--- config.mk ---
export PLATFORM = sky130hd
export DESIGN_NAME = output_compare_fault_trigger_ctrl
export DESIGN_NICKNAME = d
export VERILOG_FILES = /design/src/rtl/output_compare_fault_trigger_ctrl.v
export VERILOG_INCLUDE_DIRS = /design/src /design/src/rtl
export SDC_FILE = /design/constraint.sdc
export NUM_CORES = 1
export LEC_CHECK = 0
export BUFFER_PORTS_ARGS = -buffer_cell sky130_fd_sc_hd__buf_4
export CORE_MARGIN = 1.5
export CORE_UTILIZATION = 47
export CTS_BUF_LIST = sky130_fd_sc_hd__clkbuf_16
export DETAILED_ROUTE_END_ITERATION = 8
export GPL_TIMING_DRIVEN = 0
export PLACE_DENSITY = 0.85
export REMOVE_ABC_BUFFERS = 1
export SYNTH_ARGS = -nofsm -noshare
export SYNTH_HDL_FRONTEND = slang
export SYNTH_SLANG_ARGS = --single-unit
export TNS_END_PERCENT = 50
--- constraint.sdc ---
create_clock -name i_mclk -period 2.51 [get_ports i_mclk]
set_input_delay 0.502 -clock i_mclk [delete_from_list [all_inputs] [get_ports i_mclk]]
set_output_delay 0.502 -clock i_mclk [all_outputs]
set_load 0.005 [all_outputs]
--- src/rtl/oc_fault_trigger_consts.vh ---
// Purpose: Constants for the output compare fault and trigger control block.
// Assumes: Avalon-MM word addressing, 32-bit data, 16-bit register in low bits.
// Notes:   Offsets are word indices.
`ifndef OC_FAULT_TRIGGER_CONSTS_VH
`define OC_FAULT_TRIGGER_CONSTS_VH

`define ADDR_CONTROL_2      2'h0
`define ADDR_IRQ_STATUS     2'h1
`define ADDR_IRQ_MASK       2'h2
`define ADDR_CH_STATUS      2'h3

`define BIT_FAULT_HOLD      15
`define BIT_FAULT_LEVEL     14
`define BIT_FAULT_TRI       13
`define BIT_INVERT          12
`define BIT_CASCADE         8
`define BIT_TRIG_MODE       7
`define BIT_TRIG_SEEN       6
`define BIT_PIN_TRI         5
`define SEL_HI              4
`define SEL_LO              0

`define CONTROL_2_RESET     16'h000C
`define CONTROL_2_WMASK     16'hF1FF

`define IRQ_TRIGGER         0
`define IRQ_FAULT_ENTER     1
`define IRQ_FAULT_EXIT      2
`define IRQ_WIDTH           3

`define SEL_PATTERN_BASE    5'h01
`define CHANNEL_INDEX       2'h0

`endif

--- src/rtl/output_compare_fault_trigger_ctrl.v ---
// Purpose: Second control register of a compare channel and the output path it governs.
// Assumes: Compare datapath, fault source and period start come in as ports.
// Notes:   Registers sit on an Avalon-MM slave with waitrequest.
//
// Local design decisions: the Avalon-MM register port and the address map.
`timescale 1ns/1ps
`include "oc_fault_trigger_consts.vh"

module output_compare_fault_trigger_ctrl
(
	// Clock and reset
	input  wire        i_mclk,
	input  wire        i_srst,
	// Avalon-MM slave
	input  wire [1:0]  i_avs_address,
	input  wire        i_avs_read,
	input  wire        i_avs_write,
	input  wire [31:0] i_avs_writedata,
	output reg  [31:0] o_avs_readdata,
	output wire        o_avs_waitrequest,
	// Channel events
	input  wire        i_fault,
	input  wire        i_period_start,
	input  wire        i_compare_match,
	input  wire        i_compare_low_match,
	input  wire        i_compare_high_match,
	input  wire [31:0] i_sync_sources,
	input  wire [3:0]  i_pattern_trigger_output,
	// Channel outputs
	output reg         o_pin_out,
	output reg         o_pin_oe,
	output reg         o_fault_active,
	output reg         o_running,
	output reg         o_sync_reset,
	output reg         o_cascade_wide_en,
	output wire        o_irq
);

	reg  [15:0]            control_2;
	reg  [`IRQ_WIDTH-1:0]  irq_status;
	reg  [`IRQ_WIDTH-1:0]  irq_mask;
	reg                    fault_clear_req;
	reg                    ack;
	reg  [15:0]            next_control_2;
	reg                    src;
	wire [4:0]             sync_source_sel;
	wire                   wr;
	wire                   rd;
	wire                   source_hit;
	wire                   fault_exit;
	wire                   match_path;
	wire                   drive_level;

	// ------------------------------------------------------------
	// Bus slave: one wait state, answer on the second cycle.
	// ------------------------------------------------------------
	assign o_avs_waitrequest = (i_avs_read | i_avs_write) & ~ack;
	assign wr = i_avs_write & ack;
	assign rd = i_avs_read & ~ack;

	always @(posedge i_mclk)
	begin
		if (i_srst)
			ack <= 1'b0;
		else
			ack <= (i_avs_read | i_avs_write) & ~ack;
	end

	always @(posedge i_mclk)
	begin
		if (i_srst)
			o_avs_readdata <= 32'h00000000;
		else if (rd)
		begin
			case (i_avs_address)
				`ADDR_CONTROL_2:  o_avs_readdata <= {16'h0000, control_2};
				`ADDR_IRQ_STATUS: o_avs_readdata <= {29'h00000000, irq_status};
				`ADDR_IRQ_MASK:   o_avs_readdata <= {29'h00000000, irq_mask};
				`ADDR_CH_STATUS:  o_avs_readdata <= {29'h00000000, o_running,
					o_fault_active, fault_clear_req};
				default:          o_avs_readdata <= 32'h00000000;
			endcase
		end
	end

	// ------------------------------------------------------------
	// Source selection.
	// ------------------------------------------------------------
	assign sync_source_sel = control_2[`SEL_HI:`SEL_LO];

	always @*
	begin
		src = i_sync_sources[sync_source_sel];
		if (sync_source_sel == `SEL_PATTERN_BASE)
			src = i_pattern_trigger_output[`CHANNEL_INDEX];
	end

	assign source_hit = src;

	// ------------------------------------------------------------
	// Control register with hardware-set trigger flag.
	// ------------------------------------------------------------
	always @*
	begin
		next_control_2 = control_2;
		if (wr && i_avs_address == `ADDR_CONTROL_2)
			next_control_2 = i_avs_writedata[15:0] & `CONTROL_2_WMASK;
		if (control_2[`BIT_TRIG_MODE] && source_hit)
			next_control_2[`BIT_TRIG_SEEN] = 1'b1;
	end

	always @(posedge i_mclk)
	begin
		if (i_srst)
			control_2 <= `CONTROL_2_RESET;
		else
			control_2 <= next_control_2;
	end

	// ------------------------------------------------------------
	// Trigger and synchronization operation.
	// ------------------------------------------------------------
	always @(posedge i_mclk)
	begin
		if (i_srst)
		begin
			o_running    <= 1'b0;
			o_sync_reset <= 1'b0;
		end
		else if (control_2[`BIT_TRIG_MODE])
		begin
			o_sync_reset <= 1'b0;
			o_running    <= next_control_2[`BIT_TRIG_SEEN];
		end
		else
		begin
			o_running    <= 1'b1;
			o_sync_reset <= source_hit;
		end
	end

	// ------------------------------------------------------------
	// Fault handling.
	// ------------------------------------------------------------
	assign fault_exit = o_fault_active & i_period_start & ~i_fault &
		(~control_2[`BIT_FAULT_HOLD] | fault_clear_req);

	always @(posedge i_mclk)
	begin
		if (i_srst)
		begin
			o_fault_active  <= 1'b0;
			fault_clear_req <= 1'b0;
		end
		else
		begin
			if (i_fault)
				o_fault_active <= 1'b1;
			else if (fault_exit)
				o_fault_active <= 1'b0;
			if (i_fault || fault_exit)
				fault_clear_req <= 1'b0;
			else if (wr && i_avs_address == `ADDR_CH_STATUS && i_avs_writedata[0])
				fault_clear_req <= 1'b1;
		end
	end

	// ------------------------------------------------------------
	// Output path.
	// ------------------------------------------------------------
	assign match_path  = control_2[`BIT_CASCADE] ?
		(i_compare_low_match & i_compare_high_match) : i_compare_match;
	assign drive_level = match_path ^ control_2[`BIT_INVERT];

	always @(posedge i_mclk)
	begin
		if (i_srst)
		begin
			o_pin_out         <= 1'b0;
			o_pin_oe          <= 1'b0;
			o_cascade_wide_en <= 1'b0;
		end
		else
		begin
			o_cascade_wide_en <= control_2[`BIT_CASCADE];
			if (o_fault_active)
			begin
				o_pin_out <= control_2[`BIT_FAULT_LEVEL];
				o_pin_oe  <= ~control_2[`BIT_FAULT_TRI] & ~control_2[`BIT_PIN_TRI];
			end
			else
			begin
				o_pin_out <= o_running & drive_level;
				o_pin_oe  <= ~control_2[`BIT_PIN_TRI];
			end
		end
	end

	// ------------------------------------------------------------
	// Interrupts: sticky, write one to clear, set wins.
	// ------------------------------------------------------------
	always @(posedge i_mclk)
	begin
		if (i_srst)
		begin
			irq_status <= 3'h0;
			irq_mask   <= 3'h0;
		end
		else
		begin
			if (wr && i_avs_address == `ADDR_IRQ_MASK)
				irq_mask <= i_avs_writedata[`IRQ_WIDTH-1:0];
			irq_status <= ((wr && i_avs_address == `ADDR_IRQ_STATUS) ?
				(irq_status & ~i_avs_writedata[`IRQ_WIDTH-1:0]) : irq_status) |
				{fault_exit, i_fault & ~o_fault_active,
				control_2[`BIT_TRIG_MODE] & source_hit & ~control_2[`BIT_TRIG_SEEN]};
		end
	end

	assign o_irq = |(irq_status & irq_mask);

endmodule // output_compare_fault_trigger_ctrl

== Yosys cells after proc, flatten, opt, wreduce, memory -nomap -nowiden ==
Cells that the tools add are included.

* RAM bits: 0
* Flip-flop bits (word level): 59
* Output and inout bits: 40
* Bits in latches: 0
* ROM bits: 0
* Word-level logic and storage cells: 69
* Input bits: 79
* Memories: 0

* Reductions and logical operators: 12
* Shift operators: 0
* Add/sub/neg operators: 0
* Multiply operators: 0
* Div/mod/pow operators: 0
* Mux-type cells: 13
* Bitwise logic cells: 26
* Equality and inequality tests: 4
* $lt $le $gt $ge: 1

{| class="wikitable"
|+ Operators by type and width
! operator !! number
|-
| case mux 32 bit (4 select lines) || 1
|-
| bitwise AND 1 bit || 12
|-
| 2-to-1 mux 1 bit || 9
|-
| 2-to-1 mux 7 bit || 1
|-
| inverter 1 bit || 7
|-
| bitwise AND 3 bit || 2
|-
| logical AND 1 bit || 6
|-
| < comparator 5 x 6 -> 1 bit, second input constant || 1
|-
| binary-select mux 1 bit (select 5 bit) || 1
|-
| equality test 5 x 1 -> 1 bit, second input constant || 1
|-
| equality test 2 bit, second input constant || 2
|-
| OR reduction 2 bit || 2
|-
| 2-to-1 mux 3 bit || 1
|-
| inverter 3 bit || 1
|-
| OR 3 bit || 1
|-
| OR reduction 3 bit || 1
|-
| equality test 2 x 1 -> 1 bit, second input constant || 1
|-
| zero test 2 bit || 1
|-
| OR 1 bit || 2
|-
| nonzero test 2 bit || 1
|-
| logical OR 1 bit || 1
|-
| bitwise XOR 1 bit || 1
|}

== Logic depth before layout (Yosys ltp) ==
Gate-level depths: netlist (run 1).

* Word-level depth: 6
* Depth in mapped cells: 7

== Worst setup path after synthesis (run 1) ==
Ideal clock, no wire load.

* Path kind: input to register
* From: in i_avs_address[0]
* To: reg irq_mask[0]
* Setup slack: 943 ps
* Data arrival time: 1,439 ps
* Stages on the path: 6
* Library setup time: 128 ps
* Buffers on the path: 2
* Cells stage by stage: buf_2 -> nand2b_1 -> or2_2 -> clkbuf_1 -> mux2i_1 -> nor2_1

* Cells in the longest elaborated chain, start to end: 2

{| class="wikitable"
|+ Ends and longest elaborated chain
! item !! RTL line !! source
|-
| start: declaration || output_compare_fault_trigger_ctrl.v:15 || <nowiki>input wire [1:0] i_avs_address,</nowiki>
|-
| equality test 2 bit || -- ||
|-
| logical AND 1 bit (no source line) || -- ||
|-
| end signal: assignment || output_compare_fault_trigger_ctrl.v:212 || <nowiki>irq_mask <= i_avs_writedata[`IRQ_WIDTH-1:0];</nowiki>
|-
| end: declaration || output_compare_fault_trigger_ctrl.v:41 || <nowiki>reg [`IRQ_WIDTH-1:0] irq_mask;</nowiki>
|}

No other way between the ends.
A chain may end at the register's enable or synchronous reset.

== Worst setup path after layout (run 1) ==
* From: reg control_2[0]
* To: reg o_running

* Cells in the longest elaborated chain, start to end: 6
* Elaborated cells on any way between the ends: 7
* Those cells by class: eq/ne (1); mux (5); reduce/logical (1)

{| class="wikitable"
|+ Ends and longest elaborated chain
! item !! RTL line !! source
|-
| start: declaration || output_compare_fault_trigger_ctrl.v:39 || <nowiki>reg [15:0] control_2;</nowiki>
|-
| start signal: assignment || output_compare_fault_trigger_ctrl.v:115 || <nowiki>control_2 <= `CONTROL_2_RESET;</nowiki>
|-
| start signal: assignment || output_compare_fault_trigger_ctrl.v:117 || <nowiki>control_2 <= next_control_2;</nowiki>
|-
| binary-select mux 1 bit (select 5 bit) || output_compare_fault_trigger_ctrl.v:93 || <nowiki>src = i_sync_sources[sync_source_sel];</nowiki>
|-
| 2-to-1 mux 1 bit (not written as such) || output_compare_fault_trigger_ctrl.v:93 ||
|-
| 2-to-1 mux 1 bit (*) || output_compare_fault_trigger_ctrl.v:94 || <nowiki>if (sync_source_sel == `SEL_PATTERN_BASE)</nowiki>
|-
| logical AND 1 bit (*) || output_compare_fault_trigger_ctrl.v:108 || <nowiki>if (control_2[`BIT_TRIG_MODE] && source_hit)</nowiki>
|-
| 2-to-1 mux 1 bit (*) || output_compare_fault_trigger_ctrl.v:108 ||
|-
| 2-to-1 mux 1 bit (*) || output_compare_fault_trigger_ctrl.v:130 || <nowiki>else if (control_2[`BIT_TRIG_MODE])</nowiki>
|-
| end signal: assignment || output_compare_fault_trigger_ctrl.v:133 || <nowiki>o_running <= next_control_2[`BIT_TRIG_SEEN];</nowiki>
|-
| end: declaration || output_compare_fault_trigger_ctrl.v:33 || <nowiki>output reg o_running,</nowiki>
|}

Mark *: on every way between the ends. The rest lies on a longest branch, timed or not. The select of a mux whose other input is x is not followed.

==> results.md, run 1 <==
- TritonCTS built the clock tree.
- Once detail routing completed, the nets flagged for antenna violations numbered 0.
- The arrival time reported for the critical path endpoint is 2.16 ns.
- 119 I/O pins were placed.
- The total vias in the final route is 1830.
- After synthesis, the cell types taking the most area are dfxtp_1, mux2i_1, buf_4.
- The combined buffer and inverter count along the critical path is 0.
- The worst-skew pair later-pin latency is 0.28 ns.
- In this run the critical register-to-register path is captured at o_running.
- The cell at the slowest stage of the critical path is dfxtp_1.
- The wire length per cell is 13.05 um.
- The global routing usage summed across all routing layers is 20.77%.
- The sequential-to-total area share from yosys stat is 39.22%.
- For this run, the leading register cell type out of synthesis is dfxtp_1.
- The worst min-delay path startpoint is i_avs_writedata[3].
- After clock tree synthesis, the setup repair step added 0 buffers.
- The post-synthesis register bit count is 40.
- Total power for the finished layout comes to 1.460 mW.
- The transition time of the tightest slew-check pin is 0.8576 ns.
- The hold-critical path endpoint is control_2[3].
- The DRC violation count after routing is 0.
- The number of failing hold endpoints at the final stage came to 0.
- In the final timing run, aggregate negative setup slack is 0 ns.
- The number of H-tree levels is 2.
- After synthesis, the share of flip-flops with an asynchronous set or reset is 0%.
- Summed over all layers, the global routing overflow is 0.
- The tightest min-delay check is of the in -> reg type.
- The worst voltage drop across the vdd grid is 0.4088 mV.
- In this run, distinct cell masters in the synthesized netlist total 37.
- The number of failing setup endpoints in the final timing report is 0.
- In this run the power density over the cells is 547.7 mW/mm2.
- The startpoint of the worst-slack reg-to-reg timing path is control_2[0].
- The starting DRC count in detailed routing is 71.
- Clock-pin slew was measured on the worst setup and hold paths at 0.06 ns.
- The number of hold buffers added after CTS is 0.
- The repair_antennas step left the layout with diodes totalling 0.
- The number of buffers added by the clock tree synthesis step is 5.
- The max-slew violation count was 0.
- Setup repair after global routing left no endpoint under its margin.
- The core region is 0.004086 mm2.
- For this design the static power due to leakage is 1.143 nW.
- The leading cell type by number of instances after synthesis is dfxtp_1.
- In this run the horizontal extent of the chip is 68.92 um.
- For this run, the number of Yosys warnings is 0.
- The number of nets in the layout is 387.
- The cell accounting for the most synthesized area is dfxtp_1.
- The largest single stage delay on the critical path is 0.81 ns.
- Dividing the detail-routed via count by the number of cells gives 5.097.
- Across the routed clock network, the largest skew measured is 0.004333 ns.
- Broken down by cell family, the worst path's largest delay share belongs to flip-flops.
- Derived from the worst setup path, the maximum achievable clock frequency is 499.1 MHz.
- Of all nets on the critical path, the largest fanout is 18.
- The number of antenna violations at the first check in global routing is 0.
- The floorplan has 23 rows.
- The final HPWL from detailed placement is 3.394 mm.
- Measured in cells, the most critical reg-to-reg path has a length of 5.
- The cell area that synthesis handed to floorplanning was 0.002042 mm2.
- For this block, the routed nets add up to 4.685 mm of wire.
- The maximum number of pins on one net before global-route repair is 42.
- Counting every sink on the clock net gives 40.
- The share of cells above drive strength 1 is 30.10%.
- After layout, the worst path uses 79.82% of the clock period.
- The routability congestion estimate is 0.8586.
- The die is 68.92 um tall.
- The required arrival time at the worst endpoint is 2.66 ns.
- The initial core utilization is 49.97%.
- The smallest clock period supported by the final layout is computed as 2.004 ns.
- The layout overhead on the synthesized area is 30.51%.
- The critical path goes through mux4_2 -> nand2_1 -> o211ai_2 -> nand4_2 -> a31oi_1.
- The die footprint is 0.004749 mm2.
- The area fraction of the dominant cell type after synthesis is 39.22%.
- The endpoint type of the worst setup path is a flip-flop.
- The number of gates resized after cts is 0.
- The root buffer cell chosen for the clock tree is clkbuf_16.
- Before antenna repair, the detailed router went through 4 iterations.
- For flop-to-flop paths, the worst setup slack is 0.51 ns.
- The wire length of the first global-routing pass is 7.300 mm.
- The cell count after synthesis is 241.
- Max-cap violations in this run came to 0.
- The via count of the first global-routing pass was 1631.
- A synthesized cell averages 8.473 um2.
- The worst-case headroom to the max-slew limit is 42.51%.
- The setup path with the least slack is of type reg -> reg.
- The type of origin of the critical path is a flip-flop.
- The number of enable-type register cells in the synthesized netlist is 0.
- The flow ran to the end, and the final reports show no timing, DRC or antenna violations.
- Counting instances in the post-synthesis netlist gives the leading cell types as dfxtp_1, nand2_1, nor2_1, mux2i_1, buf_4.
- The count of input and output buffers is 76.
- The hold path depth is 3.
- The longest clock path from root to sink contains 2 buffers.
## worst min-delay path, delay by kind of cell
family | cells | cell delay (ns)
AND/OR/NAND/NOR | 2 | 0.10
buffers and inverters | 1 | 0.09
## per-stage QoR
stage / cell area [um2] / utilization (%) / hold WS (ns) / instances / setup slack, ns
after floorplan: 1883 / - / 0.4135 / 225 / 0.6706
after CTS: 2665 / 65.22 / 0.4418 / 359 / 0.5144
after global placement: 2516 / 61.57 / 0.4394 / 351 / 0.09290
final: 2665 / 65.22 / 0.4435 / 359 / 0.5065
after detailed placement: 2521 / 61.70 / 0.4620 / 351 / 0.4149
after global routing: 2665 / 65.22 / 0.4530 / 359 / 0.3979
## state kept, by name (all words and copies together), names as in the netlist
name / cells
o_pin_out: 1
irq_status: 3
fault_clear_req: 1
o_pin_oe: 1
control_2: 13
o_avs_readdata: 13
irq_mask: 3
o_cascade_wide_en: 1
o_fault_active: 1
o_sync_reset: 1
ack: 1
o_running: 1
## logic make-up after synthesis
kind of cell           count (synthesis)  synth area share, %
AO/OA/AOI/OAI                         47                16.05
XOR/XNOR                               1               0.4290
buffers and inverters                 37                11.64
flip-flops                            40                39.22
multiplexers                          21                10.91
other                                  1               0.1836
AND/OR/NAND/NOR                       94                21.57
## worst max-delay path by stage
stage	slack [ns]	from	cells after the start	end
after floorplan	0.67	i_avs_write	4	control_2[6]
after global placement	0.09	i_avs_write	5	control_2[6]
after detailed placement	0.41	i_avs_read	5	o_avs_readdata[4]
after CTS	0.51	control_2[0]	5	o_running
after global routing	0.40	ack	4	o_avs_readdata[15]
final	0.51	control_2[0]	5	o_running
## final cells by class
type,count,area (um2)
clock buffer,5,125.1
clock inverter,3,18.77
fill,339,1421
inverter,3,11.26
multi-input combinational,182,1076
sequential,40,800.8
tap,50,62.56
timing repair buffer,76,570.5
## cells in the final DEF (no fill, tap or decap), drive strengths merged, types with 3 or more instances in the layout
| cell | synthesis | final |
|---|---|---|
| nand2 | 31 | 31 |
| dfxtp | 40 | 40 |
| nor2b | 4 | 4 |
| clkinv | 0 | 3 |
| buf | 26 | 76 |
| a211oi | 4 | 4 |
| mux2i | 20 | 20 |
| o211ai | 4 | 4 |
| nand3 | 3 | 3 |
| a22oi | 11 | 11 |
| nand2b | 4 | 4 |
| or3 | 4 | 4 |
| o22ai | 3 | 3 |
| a21oi | 17 | 17 |
| nand3b | 5 | 5 |
| inv | 3 | 3 |
| nor3 | 7 | 7 |
| conb | 1 | 19 |
| nor2 | 31 | 31 |
| clkbuf | 8 | 5 |
## power by group
| group | switching, mW | total (mW) | internal, mW |
|---|---|---|---|
| Clock | 0.243 | 0.609 | 0.365 |
| Sequential | 0.0168 | 0.669 | 0.652 |
| Combinational | 0.0812 | 0.182 | 0.101 |
| Total | 0.341 | 1.46 | 1.12 |
## per-layer routing
layer,share of wire [%],vias up,global-route usage (%)
li1,-,933,-
met5,0,-,0
met3,11,8,6.656
met2,47,91,36.06
met1,41,798,23.91
met4,1.3,0,7.353
No activity file was read; power rests on OpenSTA's default activity.
==> run 2: changes to the inputs <==
- CORE_UTILIZATION: 47 -> 44
- PLACE_DENSITY: 0.85 -> 0.81
- clock period: 2.51 -> 1.95 ns (I/O delays scaled with it)
==> run 2 against run 1 <==
Against the previous run:
- cell area increased by 1.3%
- via count increased by 3.1%
- worst hold slack lost 0.12 ns
- setup slack worse by 0.36 ns
- critical path type unchanged
==> results.md, run 2 (synthesis gave the netlist of run 1 again) <==
- Status: completed (unchanged).
- The final HPWL from detailed placement was 3.459 mm (was 3.394 mm).
- Setup repair after global routing missed its margin: no (unchanged).
- The power per standard cell area is 740.6 mW/mm2 (was 547.7 mW/mm2).
- The clock net sink count is 40 (unchanged).
- The internal power of the cells is 1.564 mW (was 1.118 mW).
- Commonest non-fill, non-tap cells in the layout: buf_4, dfxtp_1, nor2_1, nand2_1, mux2i_1 (unchanged).
- The number of primary I/O pins is 119 (unchanged).
- The post-route cell area was 0.002699 mm2 (was 0.002665 mm2).
- The core footprint came to 0.004414 mm2 (was 0.004086 mm2).
- The delay contributed by the slowest stage of the critical path is 0.68 ns (was 0.81 ns).
- The highest clock rate came to 553.6 MHz (was 499.1 MHz).
- The worst min-delay path startpoint is i_avs_writedata[3] (unchanged).
- The number of buffers added by the clock tree synthesis step is 5 (unchanged).
- The hold path depth is 3 (unchanged).
- The area occupied by registers is 802.0 um2 (was 800.8 um2).
- The multi-input combinational cell area is 0.001082 mm2 (was 0.001076 mm2).
- The final routed wirelength across all metal layers came to 4.845 mm (was 4.685 mm).
- The category of the most critical setup path is reg -> reg (unchanged).
- The number of instances in the placed design is 354 (was 351).
- The count of inserted antenna diode cells is 0 (unchanged).
- The switching power is 0.4347 mW (was 0.3411 mW).
- The most crowded layer after global routing is met2 (unchanged).
- The end of the worst register-to-register path is control_2[6] (was o_running).
- The chip height is 71.13 um (was 68.92 um).
- The register-to-register setup slack is 0.14 ns (was 0.51 ns).
- The final-layout fill cell count is 407 (was 339).
- The maximum number of pins on one net before global-route repair is 42 (unchanged).
- The met3 global-route usage is 4.986% (was 6.656%).
- The initial core utilization is 46.26% (was 49.97%).
- The DRC violation count after routing is 0 (unchanged).
- The mean number of vias per cell is 5.213 (was 5.097).
- The clock-pin slew reported for the worst setup and hold paths after clock tree synthesis is 0.06 ns (about the same).
- The setup skew after layout is 0.002946 ns (was 0.004333 ns).
- The number of H-tree levels is 2 (unchanged).
- The clock tree from TritonCTS was done (unchanged).
- The depth of the most critical reg-to-reg path is 5 (unchanged).
- The die footprint is 0.005059 mm2 (was 0.004749 mm2).
- The floorplan die width is 71.13 um (was 68.92 um).
- The first-pass detailed-route iteration total is 4 (unchanged).
- The global routing usage summed across all routing layers is 19.23% (was 20.77%).
- The worst-case headroom to the max-slew limit is 46.44% (was 42.51%).
- The wire length of the first global-routing pass came to 7.797 mm (was 7.300 mm).
- The via count of the first global-routing pass is 1711 (was 1631).
- The transition time of the tightest slew-check pin is 0.8035 ns (was 0.8576 ns).
- The final cell utilization of the core is 61.14% (was 65.22%).
- The maximum buffer depth of the clock tree is 2 (unchanged).
- The hold-critical path endpoint is control_2[3] (unchanged).
- The number of failing setup endpoints in the final timing report came to 0 (unchanged).
- The number of standard-cell rows in the floorplan is 24 (was 23).
- Regs by FF count: control_2 x13, o_avs_readdata x13 (unchanged).
- The final clock period utilization by the worst path is 92.63% (was 79.82%).
- The type of origin of the critical path is a flip-flop (unchanged).
- Cell chain of the critical path: mux2i_1 -> a22oi_2 -> a311o_1 -> nand4_2 -> o22ai_1 (was mux4_2 -> nand2_1 -> o211ai_2 -> nand4_2 -> a31oi_1).
- The routability congestion estimate was 0.7990 (was 0.8586).
- The worst-path maximum fanout was 14 (was 18).
- The share of cells above drive strength 1 is 30.00% (was 30.10%).
- The global routing met2 resource utilization is 32.09% (was 36.06%).
- The type of the tightest min-delay check is in -> reg (unchanged).
- The switching power share of the total was 21.75% (was 23.37%).
- The required arrival time at the worst endpoint is 2.10 ns (was 2.66 ns).
- The proportion of power drawn by flip-flops and latches is 43.1% (was 45.8%).
- The starting DRC count in detailed routing is 103 (was 71).
- The post-route non-filler standard cell count is 362 (was 359).
- The total vias in the final route was 1887 (was 1830).
- The worst-skew pair later-pin latency was 0.28 ns (about the same).
- The arrival time reported for the critical path endpoint is 1.96 ns (was 2.16 ns).
- The endpoint type of the worst setup path is a flip-flop (unchanged).
- The most frequent standard cell in the layout excluding fill and tap cells is buf_4 (unchanged).
- The met1 layer usage reported by global route is 23.60% (was 23.91%).
- The number of failing hold endpoints at the final stage is 0 (unchanged).
- The global route total overflow is 0 (unchanged).
- The count of input and output buffers is 76 (unchanged).
- The worst voltage drop across the vdd grid is 0.4619 mV (was 0.4088 mV).
- The standard cell area after detailed placement is 0.002524 mm2 (was 0.002521 mm2).
- The number of nets in the layout is 388 (was 387).
- The final critical-path required period is 1.806 ns (was 2.004 ns).
- The number of hold buffers added after CTS is 0 (unchanged).
- The proportion of power drawn by combinational gates is 11.8% (was 12.5%).
- The wire length per cell is 13.38 um (was 13.05 um).
- The static power due to leakage is 1.156 nW (was 1.143 nW).
- The antenna violation net count after detailed routing is 0 (unchanged).
- The max-capacitance violation count is 0 (unchanged).
- The root buffer selected by CTS is clkbuf_16 (unchanged).
- The cell at the slowest stage of the critical path is dfxtp_1 (unchanged).
- The startpoint of the worst-slack reg-to-reg timing path was control_2[1] (was control_2[0]).
- The max-slew violation count is 0 (unchanged).
- The layout overhead on the synthesized area is 32.17% (was 30.51%).
- The number of antenna violations at the first check in global routing is 0 (unchanged).
- The share of power burned in the clock network is 45.1% (was 41.7%).
-- run 2: layout make-up --
cell class                      count  share of cell area [%]
Clock inverter                      3                   1.391
Timing Repair Buffer               77                   21.33
Sequential cell                    40                   29.72
Clock buffer                        5                   4.636
Multi-Input combinational cell    182                   40.10
Tap cell                           52                   2.411
Inverter                            3                  0.4172
-- run 2: metrics by stage --
stage	setup slack [ns]	setup TNS [ns]	power [mW]	hold WS (ns)
finish	0.1436	0	1.999	0.3269
global route	0.003440	0	2.080	0.3514
CTS	0.04911	0	2.012	0.3182
detailed placement	-0.01995	-0.03581	1.112	0.4461
global placement	-0.3382	-1.917	1.107	0.4439
floorplan	0.1824	0	0.9648	0.4135
-- run 2: how the worst max path moves through the flow --
stage,cells past startpoint,startpoint,endpoint
global route,5,control_2[1],irq_status[0]
detailed placement,5,control_2[0],control_2[6]
CTS,4,ack,o_avs_readdata[14]
global placement,5,i_avs_write,o_running
floorplan,5,control_2[0],control_2[6]
finish,5,control_2[1],control_2[6]
-- run 2: routing by layer --
metal  part of all wire (%)  wire, um
met4                    1.8        89
met1                     41      1966
met2                     48      2328
met5                      0         0
met3                    9.5       460
-- run 2: what timing repair did --
| action | in CTS | in global routing |
|---|---|---|
| resized for setup | 1 | 2 |
| endpoints found under the setup margin | 2 | 12 |
| setup buffers | 0 | 0 |
-- run 2: worst max-delay path: cells and delay by family (launching register included) --
| kind | cells | cell delay, ns |
|---|---|---|
| flip-flops | 1 | 0.68 |
| AO/OA/AOI/OAI | 3 | 0.58 |
| multiplexers | 1 | 0.28 |
| AND/OR/NAND/NOR | 1 | 0.14 |
-- run 2: power by group through the flow --
| stage | clock network [mW] | logic, mW | registers (mW) |
|---|---|---|---|
| 2_1_floorplan | 0 | 0.0899 | 0.875 |
| 3_3_place_gp | 0 | 0.228 | 0.879 |
| 3_5_place_dp | 0 | 0.233 | 0.879 |
| 4_1_cts | 0.916 | 0.235 | 0.861 |
| 5_1_grt | 0.955 | 0.261 | 0.864 |
| 6_report | 0.901 | 0.236 | 0.862 |
